`config.mk`:
```
export PLATFORM = sky130hd
export DESIGN_NAME = iagg_top
export DESIGN_NICKNAME = d
export VERILOG_FILES = /design/src/pkg/iagg_pkg.sv /design/src/rtl/iagg_top.sv
export VERILOG_INCLUDE_DIRS = /design/src /design/src/pkg
export SDC_FILE = /design/constraint.sdc
export NUM_CORES = 1
export LEC_CHECK = 0
export BUFFER_PORTS_ARGS = -buffer_cell sky130_fd_sc_hd__buf_2
export CORE_AREA = 3 3 111 113
export CTS_CLUSTER_DIAMETER = 80
export DETAILED_ROUTE_END_ITERATION = 6
export DIE_AREA = 0 0 114 116
export PLACE_DENSITY = 0.67
export SLEW_MARGIN = 40
export SYNTH_ARGS = -nofsm -noshare
export SYNTH_HDL_FRONTEND = slang
export SYNTH_SLANG_ARGS = --single-unit
```
`constraint.sdc`:
```
create_clock -name mclk -period 4.8 [get_ports mclk]
set_input_delay 0.72 -clock mclk [delete_from_list [all_inputs] [get_ports mclk]]
set_output_delay 0.72 -clock mclk [all_outputs]
set_load 0.05 [all_outputs]
```
`src/pkg/iagg_consts.svh`:
```
`ifndef IAGG_CONSTS_SVH
`define IAGG_CONSTS_SVH

// register offsets on the peripheral bus (byte addresses)
`define IAGG_OFS_GPIO_SRC 10'h118
`define IAGG_OFS_GPIO_EN 10'h11C
`define IAGG_OFS_GPIO_RES 10'h120
`define IAGG_OFS_TP_SRC 10'h12C
`define IAGG_OFS_TP_EN 10'h130
`define IAGG_OFS_TP_RES 10'h134

// reset values
`define IAGG_RST_WORD 32'h0000_0000

// implemented and wake-capable bit masks per group
`define IAGG_GPIO_MASK 32'h0000_FFFF
`define IAGG_TP_MASK 32'h0000_1FAF
`define IAGG_TP_WAKE_MASK 32'h0000_1F80
`define IAGG_GPIO_WAKE_MASK 32'h0000_FFFF

// field positions
`define IAGG_NORMALIZE_HELPER_BIT_BIT 31
`define IAGG_TP_TIMER_LSB 0
`define IAGG_TP_PFAIL_BIT 5
`define IAGG_TP_ALARM_BIT 7
`define IAGG_TP_OVRD_BIT 8
`define IAGG_TP_VCI_LSB 9

// synchroniser vector layout, pin idle levels and result event bits
`define IAGG_PIN_IDLE 21'h0_000F
`define IAGG_SYNC_GPIO 20:5
`define IAGG_SYNC_OVRD 4
`define IAGG_SYNC_VCI 3:0
`define IAGG_EVT_BITS 30:0

`endif

```
`src/pkg/iagg_pkg.sv`:
```
package iagg_pkg;

   // one register bus request from the processor core
   typedef struct packed {
      logic [9:0] addr; // byte address
      logic wr; // write strobe, one cycle
      logic rd; // read strobe, one cycle
      logic [31:0] wdata; // write data
   } iagg_bus_req_t;

   // same-clock interrupt pulses of the timer/power group
   typedef struct packed {
      logic [3:0] timer_irq; // counter/timer 3..0
      logic power_fail_irq; // power-fail status register
      logic weekly_alarm_irq; // week alarm terminal count
   } iagg_tp_evt_t;

   // raw pins from outside the clock domain
   typedef struct packed {
      logic [15:0] gpio; // gpio 215..200 event pins
      logic override_in; // wake-control override input, active high
      logic [3:0] wake_ctl_in_n; // wake-control inputs 3..0, active low
   } iagg_pins_t;

endpackage

```
`src/rtl/iagg_top.sv`:
```
`include "iagg_consts.svh"

module iagg_top
   import iagg_pkg::*;
(
   input wire logic mclk, // 125 MHz core clock
   input wire logic rst, // synchronous reset, active high
   input wire iagg_bus_req_t bus_req, // peripheral bus request
   output logic [31:0] bus_rdata, // read data, one cycle after rd
   output logic bus_rvalid, // read data valid pulse
   input wire iagg_pins_t pins, // asynchronous event pins
   input wire iagg_tp_evt_t tp_evt, // same-clock interrupt pulses
   input wire logic [1:0] group_enable, // [0] gpio group, [1] timer/power group
   output logic gpio_group_irq, // gated gpio group request
   output logic timer_power_group_irq, // gated timer/power group request
   output logic wake_request // any enabled wake-capable event
);

   // synchroniser stages; stage one is read only by stage two
   // two stages are the price of pins that do not run on mclk:
   // a pin event shows up about three edges late, but all bits
   // of one pin pass the same path, so no event is split
   logic [20:0] sync1_q, sync1_d;
   logic [20:0] sync2_q, sync2_d;
   logic [20:0] prev_q, prev_d; // last synced level for edge detect

   // registers
   // sources and enables are whole words so the read mux stays simple;
   // unimplemented bits are masked on every write and never hold a one
   logic [31:0] gpio_src_q, gpio_src_d;
   logic [31:0] gpio_en_q, gpio_en_d;
   logic gpio_normalize_helper_bit_q, gpio_normalize_helper_bit_d;
   logic [31:0] tp_src_q, tp_src_d;
   logic [31:0] tp_en_q, tp_en_d;
   logic tp_normalize_helper_bit_q, tp_normalize_helper_bit_d;
   logic [31:0] rdata_q, rdata_d;
   logic rvalid_q, rvalid_d;

   // combinational helpers
   // all of these settle within one mclk period
   logic [15:0] gpio_edge; // rising edges of gpio pins
   logic ovrd_edge; // rising edge of override input
   logic [3:0] vci_edge; // assertion (falling) of wake-control pins
   logic [31:0] gpio_set, tp_set; // event set vectors
   logic [31:0] gpio_res, tp_res; // result words incl. storage bit

   // write-one-to-clear with set priority, masked to implemented bits
   // a set in the clear cycle wins, so an event that lands while software
   // acknowledges the previous one is never lost
   function automatic logic [31:0] w1c_next(input logic [31:0] cur, input logic [31:0] set,
                                            input logic clr_wr, input logic [31:0] wdata,
                                            input logic [31:0] mask);
      logic [31:0] clr;
      clr = clr_wr ? wdata : 32'h0000_0000;
      return ((cur & ~clr) | set) & mask;
   endfunction

   // address match for a write or read strobe
   // exact compare: the registers have no aliases in the map
   function automatic logic hit(input logic strobe, input logic [9:0] addr, input logic [9:0] ofs);
      return strobe && (addr == ofs);
   endfunction

   // pin synchroniser and edge history
   // stage one may hold a metastable sample for one period
   always_comb begin
      sync1_d = {pins.gpio, pins.override_in, pins.wake_ctl_in_n};
      sync2_d = sync1_q;
      prev_d = sync2_q;
   end

   // the pins idle safely after reset: gpio low, override low, vci high
   // history loads the idle levels, not zero, so the active-low
   // wake-control pins raise no false event as reset lets go
   always_ff @(posedge mclk) begin
      if (rst) begin
         sync1_q <= `IAGG_PIN_IDLE; // idle levels
         sync2_q <= `IAGG_PIN_IDLE;
         prev_q <= `IAGG_PIN_IDLE;
      end else begin
         sync1_q <= sync1_d;
         sync2_q <= sync2_d;
         prev_q <= prev_d;
      end
   end

   // event detection; edges so a held pin raises one event only
   // gpio and override count on the rising edge; the wake-control
   // pins are active low, so their falling edge is the event
   always_comb begin
      gpio_edge = sync2_q[`IAGG_SYNC_GPIO] & ~prev_q[`IAGG_SYNC_GPIO];
      ovrd_edge = sync2_q[`IAGG_SYNC_OVRD] & ~prev_q[`IAGG_SYNC_OVRD];
      vci_edge = ~sync2_q[`IAGG_SYNC_VCI] & prev_q[`IAGG_SYNC_VCI];
      gpio_set = {16'h0000, gpio_edge};

      // same-clock pulses need no synchroniser; a held pulse keeps
      // setting its bit, which the set-wins clear tolerates
      tp_set = 32'h0000_0000;
      tp_set[`IAGG_TP_TIMER_LSB +: 4] = tp_evt.timer_irq;
      tp_set[`IAGG_TP_PFAIL_BIT] = tp_evt.power_fail_irq;
      tp_set[`IAGG_TP_ALARM_BIT] = tp_evt.weekly_alarm_irq;
      tp_set[`IAGG_TP_OVRD_BIT] = ovrd_edge;
      tp_set[`IAGG_TP_VCI_LSB +: 4] = vci_edge;
   end

   // register next-state: sources, enables, storage bits
   // a read and a write in one cycle both act; the read sees the old word
   always_comb begin
      gpio_src_d = w1c_next(gpio_src_q, gpio_set, hit(bus_req.wr, bus_req.addr, `IAGG_OFS_GPIO_SRC),
                            bus_req.wdata, `IAGG_GPIO_MASK);
      tp_src_d = w1c_next(tp_src_q, tp_set, hit(bus_req.wr, bus_req.addr, `IAGG_OFS_TP_SRC),
                          bus_req.wdata, `IAGG_TP_MASK);
      gpio_en_d = gpio_en_q;
      tp_en_d = tp_en_q;
      gpio_normalize_helper_bit_d = gpio_normalize_helper_bit_q;
      tp_normalize_helper_bit_d = tp_normalize_helper_bit_q;
      // enables keep only the bits that have a source behind them
      if (hit(bus_req.wr, bus_req.addr, `IAGG_OFS_GPIO_EN)) begin
         gpio_en_d = bus_req.wdata & `IAGG_GPIO_MASK;
      end
      if (hit(bus_req.wr, bus_req.addr, `IAGG_OFS_TP_EN)) begin
         tp_en_d = bus_req.wdata & `IAGG_TP_MASK;
      end
      // result bits 30:0 ignore writes; only bit 31 stores
      if (hit(bus_req.wr, bus_req.addr, `IAGG_OFS_GPIO_RES)) begin
         gpio_normalize_helper_bit_d = bus_req.wdata[`IAGG_NORMALIZE_HELPER_BIT_BIT];
      end
      if (hit(bus_req.wr, bus_req.addr, `IAGG_OFS_TP_RES)) begin
         tp_normalize_helper_bit_d = bus_req.wdata[`IAGG_NORMALIZE_HELPER_BIT_BIT];
      end
   end

   // register state, all cleared by system reset
   // reset is synchronous, so mclk must run while it is held
   always_ff @(posedge mclk) begin
      if (rst) begin
         gpio_src_q <= `IAGG_RST_WORD;
         gpio_en_q <= `IAGG_RST_WORD;
         gpio_normalize_helper_bit_q <= 1'b0;
         tp_src_q <= `IAGG_RST_WORD;
         tp_en_q <= `IAGG_RST_WORD;
         tp_normalize_helper_bit_q <= 1'b0;
      end else begin
         gpio_src_q <= gpio_src_d;
         gpio_en_q <= gpio_en_d;
         gpio_normalize_helper_bit_q <= gpio_normalize_helper_bit_d;
         tp_src_q <= tp_src_d;
         tp_en_q <= tp_en_d;
         tp_normalize_helper_bit_q <= tp_normalize_helper_bit_d;
      end
   end

   // results and gated requests
   // results are not stored: they follow source and enable in the
   // same cycle, so a clear drops the request one cycle after the write
   always_comb begin
      gpio_res = {gpio_normalize_helper_bit_q, gpio_src_q[`IAGG_EVT_BITS] & gpio_en_q[`IAGG_EVT_BITS]};
      tp_res = {tp_normalize_helper_bit_q, tp_src_q[`IAGG_EVT_BITS] & tp_en_q[`IAGG_EVT_BITS]};

      // bit 31 is storage only and never requests
      gpio_group_irq = group_enable[0] & (|gpio_res[`IAGG_EVT_BITS]);
      timer_power_group_irq = group_enable[1] & (|tp_res[`IAGG_EVT_BITS]);
      // wake ignores the group gate so a sleeping core can still be woken
      wake_request = (|(gpio_src_q & gpio_en_q & `IAGG_GPIO_WAKE_MASK))
                   | (|(tp_src_q & tp_en_q & `IAGG_TP_WAKE_MASK));
   end

   // read mux; reserved bits and unmapped addresses read zero
   // an unmapped read is still answered, so the core never waits;
   // the cost is that a wrong address is not flagged
   always_comb begin
      rvalid_d = bus_req.rd;
      rdata_d = 32'h0000_0000;
      if (bus_req.rd) begin
         case (bus_req.addr)
            `IAGG_OFS_GPIO_SRC: rdata_d = gpio_src_q;
            `IAGG_OFS_GPIO_EN: rdata_d = gpio_en_q;
            `IAGG_OFS_GPIO_RES: rdata_d = gpio_res;
            `IAGG_OFS_TP_SRC: rdata_d = tp_src_q;
            `IAGG_OFS_TP_EN: rdata_d = tp_en_q;
            `IAGG_OFS_TP_RES: rdata_d = tp_res;
            default: rdata_d = 32'h0000_0000;
         endcase
      end
   end

   // read data from flops
   // data returns to zero when no read was made in the previous cycle
   always_ff @(posedge mclk) begin
      if (rst) begin
         rdata_q <= `IAGG_RST_WORD;
         rvalid_q <= 1'b0;
      end else begin
         rdata_q <= rdata_d;
         rvalid_q <= rvalid_d;
      end
   end

   // outputs straight from flops, no logic after the register
   assign bus_rdata = rdata_q;
   assign bus_rvalid = rvalid_q;

endmodule

```
; ---- Word level (Yosys, flattened, before mapping)
; Index checks and enable logic that the tools add are counted.
[word_totals]
register_bits = 152
input_bits = 75
out_inout_bits = 36
word_cells = 51
[classes]
eq_ne = 6
mux = 3
n_bitwise = 20
reduce_logical = 11
[ops]
columns = operator, count
row1 = one-hot mux 32 bit (6 select lines), 1
row2 = bitwise AND 16 bit, 4
row3 = OR reduction 31 bit, 2
row4 = "== test 10 x 9 -> 1 bit, second input constant", 6
row5 = bitwise AND 13 bit, 3
row6 = inverter 16 bit, 2
row7 = two-way mux 16 bit, 1
row8 = OR 16 bit, 1
row9 = OR reduction 16 bit, 1
row10 = two-way mux 13 bit, 1
row11 = inverter 13 bit, 1
row12 = OR 13 bit, 1
row13 = logical AND 1 bit, 6
row14 = OR reduction 6 bit, 1
row15 = bitwise AND 4 bit, 1
row16 = inverter 4 bit, 1
row17 = bitwise AND 1 bit, 3
row18 = inverter 1 bit, 2
row19 = OR reduction 2 bit, 1
row20 = OR 1 bit, 1

; ---- Depth between registers and ports, before layout
; Gate-level depths: netlist of run 1.
[depth]
depth_word = 6
ltp_mapped = 8

; ---- Worst setup path after synthesis of run 1
; No wires, ideal clock.
[synth_path]
path_kind = input to register
from = input port bus_req[41] (netlist bit)
to = register gpio_src_q[14]
setup_ps = 128
arrival_ps = 2248
slack_ps = 2424
stages = 7
n_path_buf = 2
cell_sequence = or4b_1 > buf_4 > nor4_4 > buf_2 > nand2_1 > a21oi_1 > nor2_1
[synth_via]
elab_chain_len = 6
[synth_rtl]
columns = item, line
row1 = from (decl), iagg_top.sv:8  ; input wire iagg_bus_req_t bus_req,
row2 = == test 10 x 9 -> 1 bit, iagg_top.sv:61  ; return strobe && (addr == ofs);
row3 = logical AND 1 bit, iagg_top.sv:61
row4 = two-way mux 16 bit, iagg_top.sv:54  ; clr = clr_wr ? wdata : 32'h0000_0000;
row5 = inverter 16 bit, iagg_top.sv:55  ; return ((cur & ~clr) | set) & mask;
row6 = bitwise AND 16 bit, iagg_top.sv:55
row7 = OR 16 bit, iagg_top.sv:55
row8 = to (signal assigned), iagg_top.sv:137  ; gpio_src_q <= `IAGG_RST_WORD;
row9 = to (signal assigned), iagg_top.sv:144  ; gpio_src_q <= gpio_src_d;
row10 = to (decl), iagg_top.sv:30  ; logic [31:0] gpio_src_q, gpio_src_d;
; Every way passes these cells.
; A chain may end at the register's enable or synchronous reset.

; ---- Worst setup path in the final report of run 1
[layout_path]
from = input port bus_req[41] (netlist bit)
to = register rdata_q[15] (netlist: bus_rdata[15])
[layout_via]
elab_chain_len = 2
[layout_rtl]
columns = item, line
row1 = == test 10 x 9 -> 1 bit, iagg_top.sv:175  ; case (bus_req.addr)
row2 = one-hot mux 32 bit (6 select lines) (*), iagg_top.sv:175
row3 = to (signal assigned), iagg_top.sv:191  ; rdata_q <= `IAGG_RST_WORD;
row4 = to (signal assigned), iagg_top.sv:194  ; rdata_q <= rdata_d;
row5 = to (decl), iagg_top.sv:36  ; logic [31:0] rdata_q, rdata_d;
; Mark *: on every way between the ends. The rest lies on a longest branch, timed or not.

==> impl_metrics.yaml, run 1 <==
critical_path:
  reg2reg_to: "bus_rdata[1]$_SDFF_PP0_"
  endpoint_kind: "register"
  crit_required_ns: 5.10
  crit_type: "in2reg"
  regToRegStartpoint: "gpio_src_q[1]$_SDFF_PP0_"
  cp-start-kind: "primary input"
  worstPathMaxFanout: 17
  rr_worst_depth: 3
  rrSetupSlack_ns: 3.69
  arrival_ns: 3.31
drt:
  drc: 0
  vias: 4137
  first_iter_violations: 341
  ant_nets: 0
  drt-vias-per-instance: 5.19
  first_pass_iters: 5
  postRouteWirelength_um: 12000
  wl_per_cell_um: 15.0
clocking:
  numCtsBuffers: 17
  clock-sinks: 137
  clockBufferDepth: 2
  htreeDepth: 4
  clock_latency_ns: 0.41
  holdBufCountCts: 0
  postCtsSetupBuffers: 0
  cts_root_buffer: "clkbuf_16"
  tritoncts: "done"
  clk_pin_slew_ns: 0.06
  post_cts_resized: 0
die:
  die_area_sq_um: 13200
  fp.coreArea_sq_um: 11400
  fp-row-count: 39
  die_y_um: 116
  io-pin-count: 111
  die_w_um: 114
  initial_core_util_pct: 44.9
synthesis:
  synth_area_leader_cell: "dfxtp_1"
  synth_area_per_cell_sq_um: 9.03
  synth_edf_count: 0
  syn_area_sq_um: 5130
  synth_top_area_share_pct: 53.5
  synthTopCellsByArea: "dfxtp_1 53%, nor2b_1 9.2%, nand2_1 6.9%, a21oi_1 5.9%, buf_4 3.1%"
  yosys.cell_types.count: 35
  ys_ff_latch: 137
  postSynthCellCount: 568
  async_flop_share_pct: 0
  ys.flop_type: "dfxtp_1"
  synth-warning-count: 0
  seq_area_frac_synth_pct: 53.5
pwr:
  intPower_mw: 1.91
  switching_share_pct: 25.5
  seq_power_share_pct: 46.4
  power.density_nw_per_um2: 418
  pwr-share-comb_pct: 5.1
  p_leak_nw: 2.50
  p_clk_share_pct: 48.5
  ir_worst_vdd_mv: 0.214
  switching_power_mw: 0.655
timing:
  slew-limit-headroom_pct: 45.9
  rsz0062_at_grt: "no"
  tightest_slew_ns: 0.808
  final.setup_skew_ns: 0.00850
  min_period_ns: 3.01
  drv_slew: 0
  max_freq_mhz: 332
  fin_crit_sh_pct: 62.7
  setup_viol: 0
  hold_slack_ns: 0.409
  final.setup.tns_ns: 0
  hold_viol: 0
place:
  place_area_sq_um: 5570
  place_congestion: 0.845
  portBuffers: 80
  dp.cells: 765
  dp_hpwl_um: 7990
final_layout:
  final_layout_size_suffix_gt1_share_pct: 21.1
  layout.cells.non_filler: 797
  antenna_cells: 0
  area_growth_pct: 19.7
  multi_input_area_sq_um: 2180
  num-nets-final: 716
  fillers: 1067
  design_area_sq_um: 6140
  seq_area_sq_um: 2740
flow_run:
  drv_cap: 0
min_path:
  hold_class: "reg2reg"
  whs_endpoint: "prev_d[2]$_SDFF_PP1_"
  whs_path_depth: 1
  hp-start: "sync1_q[2]$_SDFF_PP1_"
grt:
  grt_pass1_vias: 3764
  antenna_found_initial: 0
  overflow: 0
  grt_pass1_wl_um: 18800
  grt_max_degree: 108
  grt_usage_pct: 18.3
status:
  status: "completed"
[kinds of logic (layout without fill, tap and decap cells)]
group                     count (synthesis)  count (layout)  share of synthesized area (%)
other                                     1              15                         0.0731
AOI/OAI and AO/OA                       115             115                           13.9
and+or+nand+nor                         264             264                           26.9
muxes                                     1               1                          0.195
DFF                                     137             137                           53.5
buffers and inverters                    49             121                           5.27
xor gates and xnor gates                  1               1                          0.171
[cells in the mapped netlist, types with 2 or more instances]
master,n
or4b_1,2
a22oi_1,9
a221oi_1,2
a222oi_1,6
nand2b_1,8
nor3_1,3
inv_1,2
dfxtp_1,137
or2_2,12
a32oi_1,7
nand3_1,24
nor2_1,30
and3_1,5
a31oi_1,12
nor4_4,2
a21o_1,11
nand3b_1,2
a21oi_1,60
o21ai_0,6
buf_4,21
nand2_1,94
buf_2,6
nor3_4,2
clkbuf_1,20
nor2b_1,75
[through the flow]
| stage | worst slack [ns] | util, % | power [mW] |
|---|---|---|---|
| after floorplan | 2.42 | - | 1.30 |
| after global placement | 1.45 | 48.7 | 1.34 |
| after detailed placement | 1.43 | 48.8 | 1.35 |
| after CTS | 1.85 | 53.8 | 2.59 |
| after global routing | 1.69 | 53.8 | 2.66 |
| final | 1.79 | 53.8 | 2.56 |
[cell type report]
type                       instances  share of cell area [%]
sequential                       137                    44.7
multi-input combinational        396                    35.5
timing repair buffer              87                    7.48
clock buffer                      17                    6.93
tap                              143                    2.91
clock inverter                    15                    2.40
inverter                           2                   0.122
[flip-flops by register name (all words and copies together) (netlist names), 11 cells and up]
name	cells
gpio_en_q	16
gpio_src_q	16
tp_src_q	11
bus_rdata	17
tp_en_q	11
prev_q	21
sync1_q	21
prev_d	21
[how the worst max path moves through the flow]
stage                startpoint  slack (ns)  cells past startpoint                   endpoint
floorplan           bus_req[41]        2.42                      7  gpio_src_q[14]$_SDFF_PP0_
CTS                 bus_req[41]        1.85                      6   bus_rdata[13]$_SDFF_PP0_
finish              bus_req[41]        1.79                      6   bus_rdata[15]$_SDFF_PP0_
global route        bus_req[41]        1.69                      6   bus_rdata[15]$_SDFF_PP0_
detailed placement  bus_req[41]        1.43                      6   bus_rdata[13]$_SDFF_PP0_
global placement    bus_req[41]        1.45                      6   bus_rdata[13]$_SDFF_PP0_
[worst max-delay path: stages]
cell and delay, ns:
buf_2 0.09, or4b_1 0.79, nor3_4 0.74, a211o_1 0.17, nand2_1 0.40, a31oi_1 0.39
[placed cells by master, fill, tap and decap left out, types with 11 or more instances in the layout]
master	Yosys	routed
clkbuf_16	0	17
nor2_1	30	30
nand2_1	94	94
or2_2	12	12
buf_2	6	79
a21o_1	11	11
nor2b_1	75	75
conb_1	1	15
a31oi_1	12	12
a21oi_1	60	60
dfxtp_1	137	137
nand3_1	24	24
[layer usage]
layer	vias up	part of all wire (%)	global-route usage [%]	routed length, um
li1	2039	-	-	-
met1	1881	43	23.4	5180
met2	206	46	29.6	5490
met3	11	9.6	6.01	1150
met4	0	1.2	5.30	139
met5	-	0	0	0
[power groups by stage]
stage                     Combinational [mW]  Clock, mW  Sequential [mW]
final                                  0.130       1.24             1.19
after global routing                   0.143       1.32             1.19
after CTS                              0.131       1.27             1.19
after detailed placement               0.130          0             1.22
after global placement                 0.126          0             1.21
after floorplan                       0.0939          0             1.21
Power figures use the tool's default switching activity.
==> run 2, diff against run 1 <==
==> constraint.sdc (replaced) <==
create_clock -name mclk -period 2.81 [get_ports mclk]
set_input_delay 0.4215 -clock mclk [delete_from_list [all_inputs] [get_ports mclk]]
set_output_delay 0.4215 -clock mclk [all_outputs]
set_load 0.05 [all_outputs]
==> impl_metrics.yaml, run 2 (same netlist as run 1, synthesis figures left out) <==
status:
  status: "finished, violations left"
  violations: "design-rule violations"
critical_path:
  startpoint: "gpio_src_q[14]$_SDFF_PP0_"
  crit_type: "reg2out"
  endpoint_kind: "output pin"
  crit_required_ns: 2.39
  cpPeakStageDelay_ns: 0.34
  cp_slowest_cell: "dfxtp_1"
  regToRegStartpoint: "gpio_src_q[12]$_SDFF_PP0_"
  cp-start-kind: "register"
  worstPathMaxFanout: 4
  arrival_ns: 1.88
  cp_cell_sequence: "a22o_1 -> a221oi_1 -> nand3_1 -> nor2_1 -> nand2_1 -> buf_2"
final_layout:
  fillers: 1063
  num-nets-final: 722
  final_layout_size_suffix_gt1_share_pct: 21.8
  antenna_cells: 0
  layout_common_cells: "137 x dfxtp_1, 94 x nand2_1, 79 x buf_2"
  final_common_cell: "dfxtp_1"
  design_area_sq_um: 6220
  layout.cells.non_filler: 803
  area_growth_pct: 21.4
clocking:
  postCtsSetupBuffers: 0
  post_cts_resized: 0
  clockBufferDepth: 2
  tritoncts: "done"
  numCtsBuffers: 17
  holdBufCountCts: 0
  clock-sinks: 137
  cts_root_buffer: "clkbuf_16"
  htreeDepth: 4
  clk_pin_slew_ns: 0.06
  clock_latency_ns: 0.41
grt:
  overflow: 0
  grt_usage_pct: 18.3
  antenna_found_initial: 0
  grt_pass1_wl_um: 19000
  grt_pass1_vias: 3800
  grt_max_degree: 77
pwr:
  seq_power_share_pct: 44.8
  intPower_mw: 3.50
  switching_power_mw: 1.04
  power.density_nw_per_um2: 729
  ir_worst_vdd_mv: 0.354
  p_leak_nw: 2.54
  pwr-share-comb_pct: 4.9
  switching_share_pct: 22.9
  p_clk_share_pct: 50.3
place:
  place_congestion: 0.827
  place_area_sq_um: 5610
  dp_hpwl_um: 7940
  portBuffers: 80
  dp_slack_ns: 0.217
  dp.cells: 771
min_path:
  hp-start: "pins[3]"
  hold_class: "in2reg"
die:
  initial_core_util_pct: 44.9
  fp-row-count: 39
  die_y_um: 116
  die_w_um: 114
  fp.coreArea_sq_um: 11400
  die_area_sq_um: 13200
  io-pin-count: 111
drt:
  wl_per_cell_um: 14.6
  drt-vias-per-instance: 5.15
  first_iter_violations: 383
  first_pass_iters: 7
  ant_nets: 0
  vias: 4135
  postRouteWirelength_um: 11800
  drc: 3
flow_run:
  drv_cap: 0
timing:
  rsz0062_at_grt: "no"
  layout_setup_ws_ns: 0.512
  slew-limit-headroom_pct: 53.5
  fin_crit_sh_pct: 81.8
  hold_viol: 0
  setup_viol: 0
  final.setup.tns_ns: 0
  tightest_slew_ns: 0.698
  drv_slew: 0
  final.setup_skew_ns: 0.00670
  min_period_ns: 2.30
  max_freq_mhz: 435
-- run 2: cell type report --
class	count	area, sq um	area share (%)
flip-flops and latches	137	2740	44.1
multi-input cells	396	2180	35.0
repair buffers	93	500	8.04
clock buffers	17	425	6.83
clock inverters	15	191	3.08
well taps	143	179	2.87
inverters	2	7.51	0.121
-- run 2: critical path: cells and delay by family, from the launching register on --
kind,cells,cell delay [ns]
AND/OR/NAND/NOR,3,0.44
buffers and inverters,1,0.22
flip-flops,1,0.34
AO/OA/AOI/OAI,2,0.47
-- run 2: final timing paths --
kind              slack, ns                  endpoint  depth (start not counted)
hold / removal         0.19     sync1_q[3]$_SDFF_PP1_                          2
setup reg to reg       1.76  bus_rdata[12]$_SDFF_PP0_                          3
hold reg to reg        0.41      prev_d[0]$_SDFF_PP1_                          1
setup / recovery       0.51              wake_request                          6
-- run 2: metrics by stage --
stage	total power, mW	utilization (%)	hold WS, ns
CTS	4.58	54.5	0.171
detailed placement	2.30	49.1	0.397
global route	4.69	54.5	0.186
global placement	2.29	49.1	0.392
finish	4.54	54.5	0.191
floorplan	2.23	-	0.389
-- run 2: power by group through the flow --
stage	registers (mW)	clock network (mW)	logic [mW]
floorplan	2.07	0	0.160
finish	2.03	2.28	0.222
CTS	2.03	2.32	0.223
global placement	2.07	0	0.217
detailed placement	2.08	0	0.222
global route	2.04	2.40	0.245
-- run 2: layer usage --
metal / vias to the layer above / GRT usage [%] / part of all wire [%]
li1: 2051 / - / -
met1: 1878 / 24.8 / 44
met2: 183 / 27.8 / 45
met3: 23 / 4.28 / 9.0
met4: 0 / 8.31 / 2.0
met5: - / 0 / 0
==> run 3, diff against run 2 <==
--- a/config.mk
+++ b/config.mk
@@ -6,12 +6,13 @@
 export SDC_FILE = /design/constraint.sdc
 export NUM_CORES = 1
 export LEC_CHECK = 0
+export ABC_AREA = 1
 export BUFFER_PORTS_ARGS = -buffer_cell sky130_fd_sc_hd__buf_2
-export CORE_AREA = 3 3 111 113
+export CORE_AREA = 3 3 116 118
 export CTS_CLUSTER_DIAMETER = 80
 export DETAILED_ROUTE_END_ITERATION = 6
-export DIE_AREA = 0 0 114 116
-export PLACE_DENSITY = 0.67
+export DIE_AREA = 0 0 119 121
+export PLACE_DENSITY = 0.66
 export SLEW_MARGIN = 40
 export SYNTH_ARGS = -nofsm -noshare
 export SYNTH_HDL_FRONTEND = slang
==> constraint.sdc (replaced) <==
create_clock -name mclk -period 2.4 [get_ports mclk]
set_input_delay 0.36 -clock mclk [delete_from_list [all_inputs] [get_ports mclk]]
set_output_delay 0.36 -clock mclk [all_outputs]
set_load 0.05 [all_outputs]
==> impl_metrics.yaml, run 3 <==
status:
  status: "completed"
synthesis:
  synth_common_cells: "137 x dfxtp_1, 122 x nand2_1, 105 x inv_1, 99 x nor2_1, 88 x nand3_1"
  seq_area_frac_synth_pct: 48.8
  synth_top_area_share_pct: 48.8
  synth-warning-count: 0
  syn_area_sq_um: 5620
  synth_area_leader_cell: "dfxtp_1"
  async_flop_share_pct: 0
  synth.most_common_cell: "dfxtp_1"
  yosys.cell_types.count: 33
  synthTopCellsByArea: "dfxtp_1 49%, nand2_1 8.2%, nand3_1 7.8%, inv_1 7.0%, nor2_1 6.6%"
  ys.flop_type: "dfxtp_1"
  postSynthCellCount: 739
  ys_ff_latch: 137
  synth_edf_count: 0
  synth_area_per_cell_sq_um: 7.60
final_layout:
  area_growth_pct: 18.3
  fillers: 1250
  final_layout_size_suffix_gt1_share_pct: 21.0
  num-nets-final: 894
  design_area_sq_um: 6650
  final_common_cell: "dfxtp_1"
  layout_common_cells: "137 x dfxtp_1, 122 x nand2_1, 105 x inv_1"
  layout.cells.non_filler: 1004
  antenna_cells: 0
drt:
  met3_length_um: 915
  postRouteWirelength_um: 12600
  drc: 0
  first_pass_iters: 5
  wl_met1_um: 5630
  top_layer: "met5"
  dr_wl_met2_um: 5700
  vias: 4609
  ant_nets: 0
  first_iter_violations: 292
  drt-vias-per-instance: 4.59
  wl_per_cell_um: 12.6
grt:
  overflow: 0
  grt_pass1_wl_um: 20300
  grt_max_degree: 68
  grt_pass1_vias: 4171
  grt_usage_pct: 18.2
  antenna_found_initial: 1
pwr:
  seq_power_share_pct: 47.2
  power.density_nw_per_um2: 760
  p_clk_share_pct: 47.4
  p_leak_nw: 3.24
  intPower_mw: 3.88
  switching_power_mw: 1.17
  switching_share_pct: 23.2
  pwr-share-comb_pct: 5.5
  ir_worst_vdd_mv: 0.495
timing:
  setup_viol: 0
  final.setup.tns_ns: 0
  hold_slack_ns: 0.116
  fin_crit_sh_pct: 91.2
  drv_slew: 0
  tightest_slew_ns: 0.577
  hold_viol: 0
  slew-limit-headroom_pct: 61.4
  final.setup_skew_ns: 0.00761
  min_period_ns: 2.19
  rsz0062_at_grt: "no"
  max_freq_mhz: 457
  layout_setup_ws_ns: 0.210
clocking:
  clockBufferDepth: 2
  htreeDepth: 4
  clock-sinks: 137
  tritoncts: "done"
  clk_pin_slew_ns: 0.06
  post_cts_resized: 0
  clock_latency_ns: 0.43
  cts_root_buffer: "clkbuf_16"
  postCtsSetupBuffers: 0
  holdBufCountCts: 0
  numCtsBuffers: 17
place:
  place_congestion: 0.898
  dp_slack_ns: 0.581
  place_area_sq_um: 6100
  portBuffers: 80
  dp_hpwl_um: 8870
  dp.cells: 972
critical_path:
  crit_type: "reg2out"
  rrSetupSlack_ns: 1.34
  worstPathMaxFanout: 3
  arrival_ns: 1.83
  cp-start-kind: "register"
  crit_required_ns: 2.04
  endpoint_kind: "output pin"
die:
  fp-row-count: 41
  die_y_um: 121
  die_w_um: 119
  fp.coreArea_sq_um: 12600
  initial_core_util_pct: 44.7
  io-pin-count: 111
  die_area_sq_um: 14400
flow_run:
  drv_cap: 0
min_path:
  hold_class: "in2reg"
run 3: worst max-delay path, cell delays in order, from the launching register on:
cell and delay (ns):
dfxtp_1 0.34, nand2_1 0.14, nand4_1 0.10, nor3_1 0.40
nand2_1 0.12, nand2_1 0.07, inv_1 0.03, buf_2 0.20
run 3: through the flow:
step | power (mW) | util, %
2_1_floorplan | 2.62 | -
3_3_place_gp | 2.70 | 48.5
3_5_place_dp | 2.71 | 48.5
4_1_cts | 5.10 | 52.9
5_1_grt | 5.23 | 52.9
6_report | 5.05 | 52.9
run 3: final timing paths:
| check | from | end | cells after the start |
|---|---|---|---|
| setup / recovery | tp_src_q[9]$_SDFF_PP0_ | timer_power_group_irq | 7 |
| hold / removal | pins[1] | sync1_q[1]$_SDFF_PP1_ | 2 |
| setup reg to reg | tp_src_q[9]$_SDFF_PP0_ | bus_rdata[9]$_SDFF_PP0_ | 5 |
| hold reg to reg | sync1_q[5]$_SDFF_PP0_ | prev_d[5]$_SDFF_PP0_ | 2 |
run 3: routing by layer:
metal / track usage, % / vias to the layer above
met4: 9.56 / 2
met5: 0 / -
met1: 22.8 / 2004
met2: 28.4 / 147
met3: 5.17 / 34
li1: - / 2422
run 3: layout make-up:
| type | instances | area (sq um) | share of cell area (%) |
|---|---|---|---|
| multi-input combinational | 463 | 2230 | 33.6 |
| timing repair buffer | 90 | 488 | 7.34 |
| sequential | 137 | 2740 | 41.3 |
| clock inverter | 11 | 98.8 | 1.49 |
| clock buffer | 21 | 450 | 6.78 |
| inverter | 110 | 418 | 6.29 |
| tap | 172 | 215 | 3.24 |
run 3: logic make-up after synthesis:
family	share of synthesized area, %
compound gates	6.26
buf+inv	12.4
flops	48.8
other cells	0.0668
simple gates	32.5
run 3: power groups by stage:
stage          clock network, mW  logic [mW]  registers, mW
6_report                    2.39       0.276           2.38
5_1_grt                     2.53       0.309           2.39
2_1_floorplan                  0       0.195           2.42
3_5_place_dp                   0       0.277           2.43
3_3_place_gp                   0       0.274           2.43
4_1_cts                     2.44       0.278           2.38
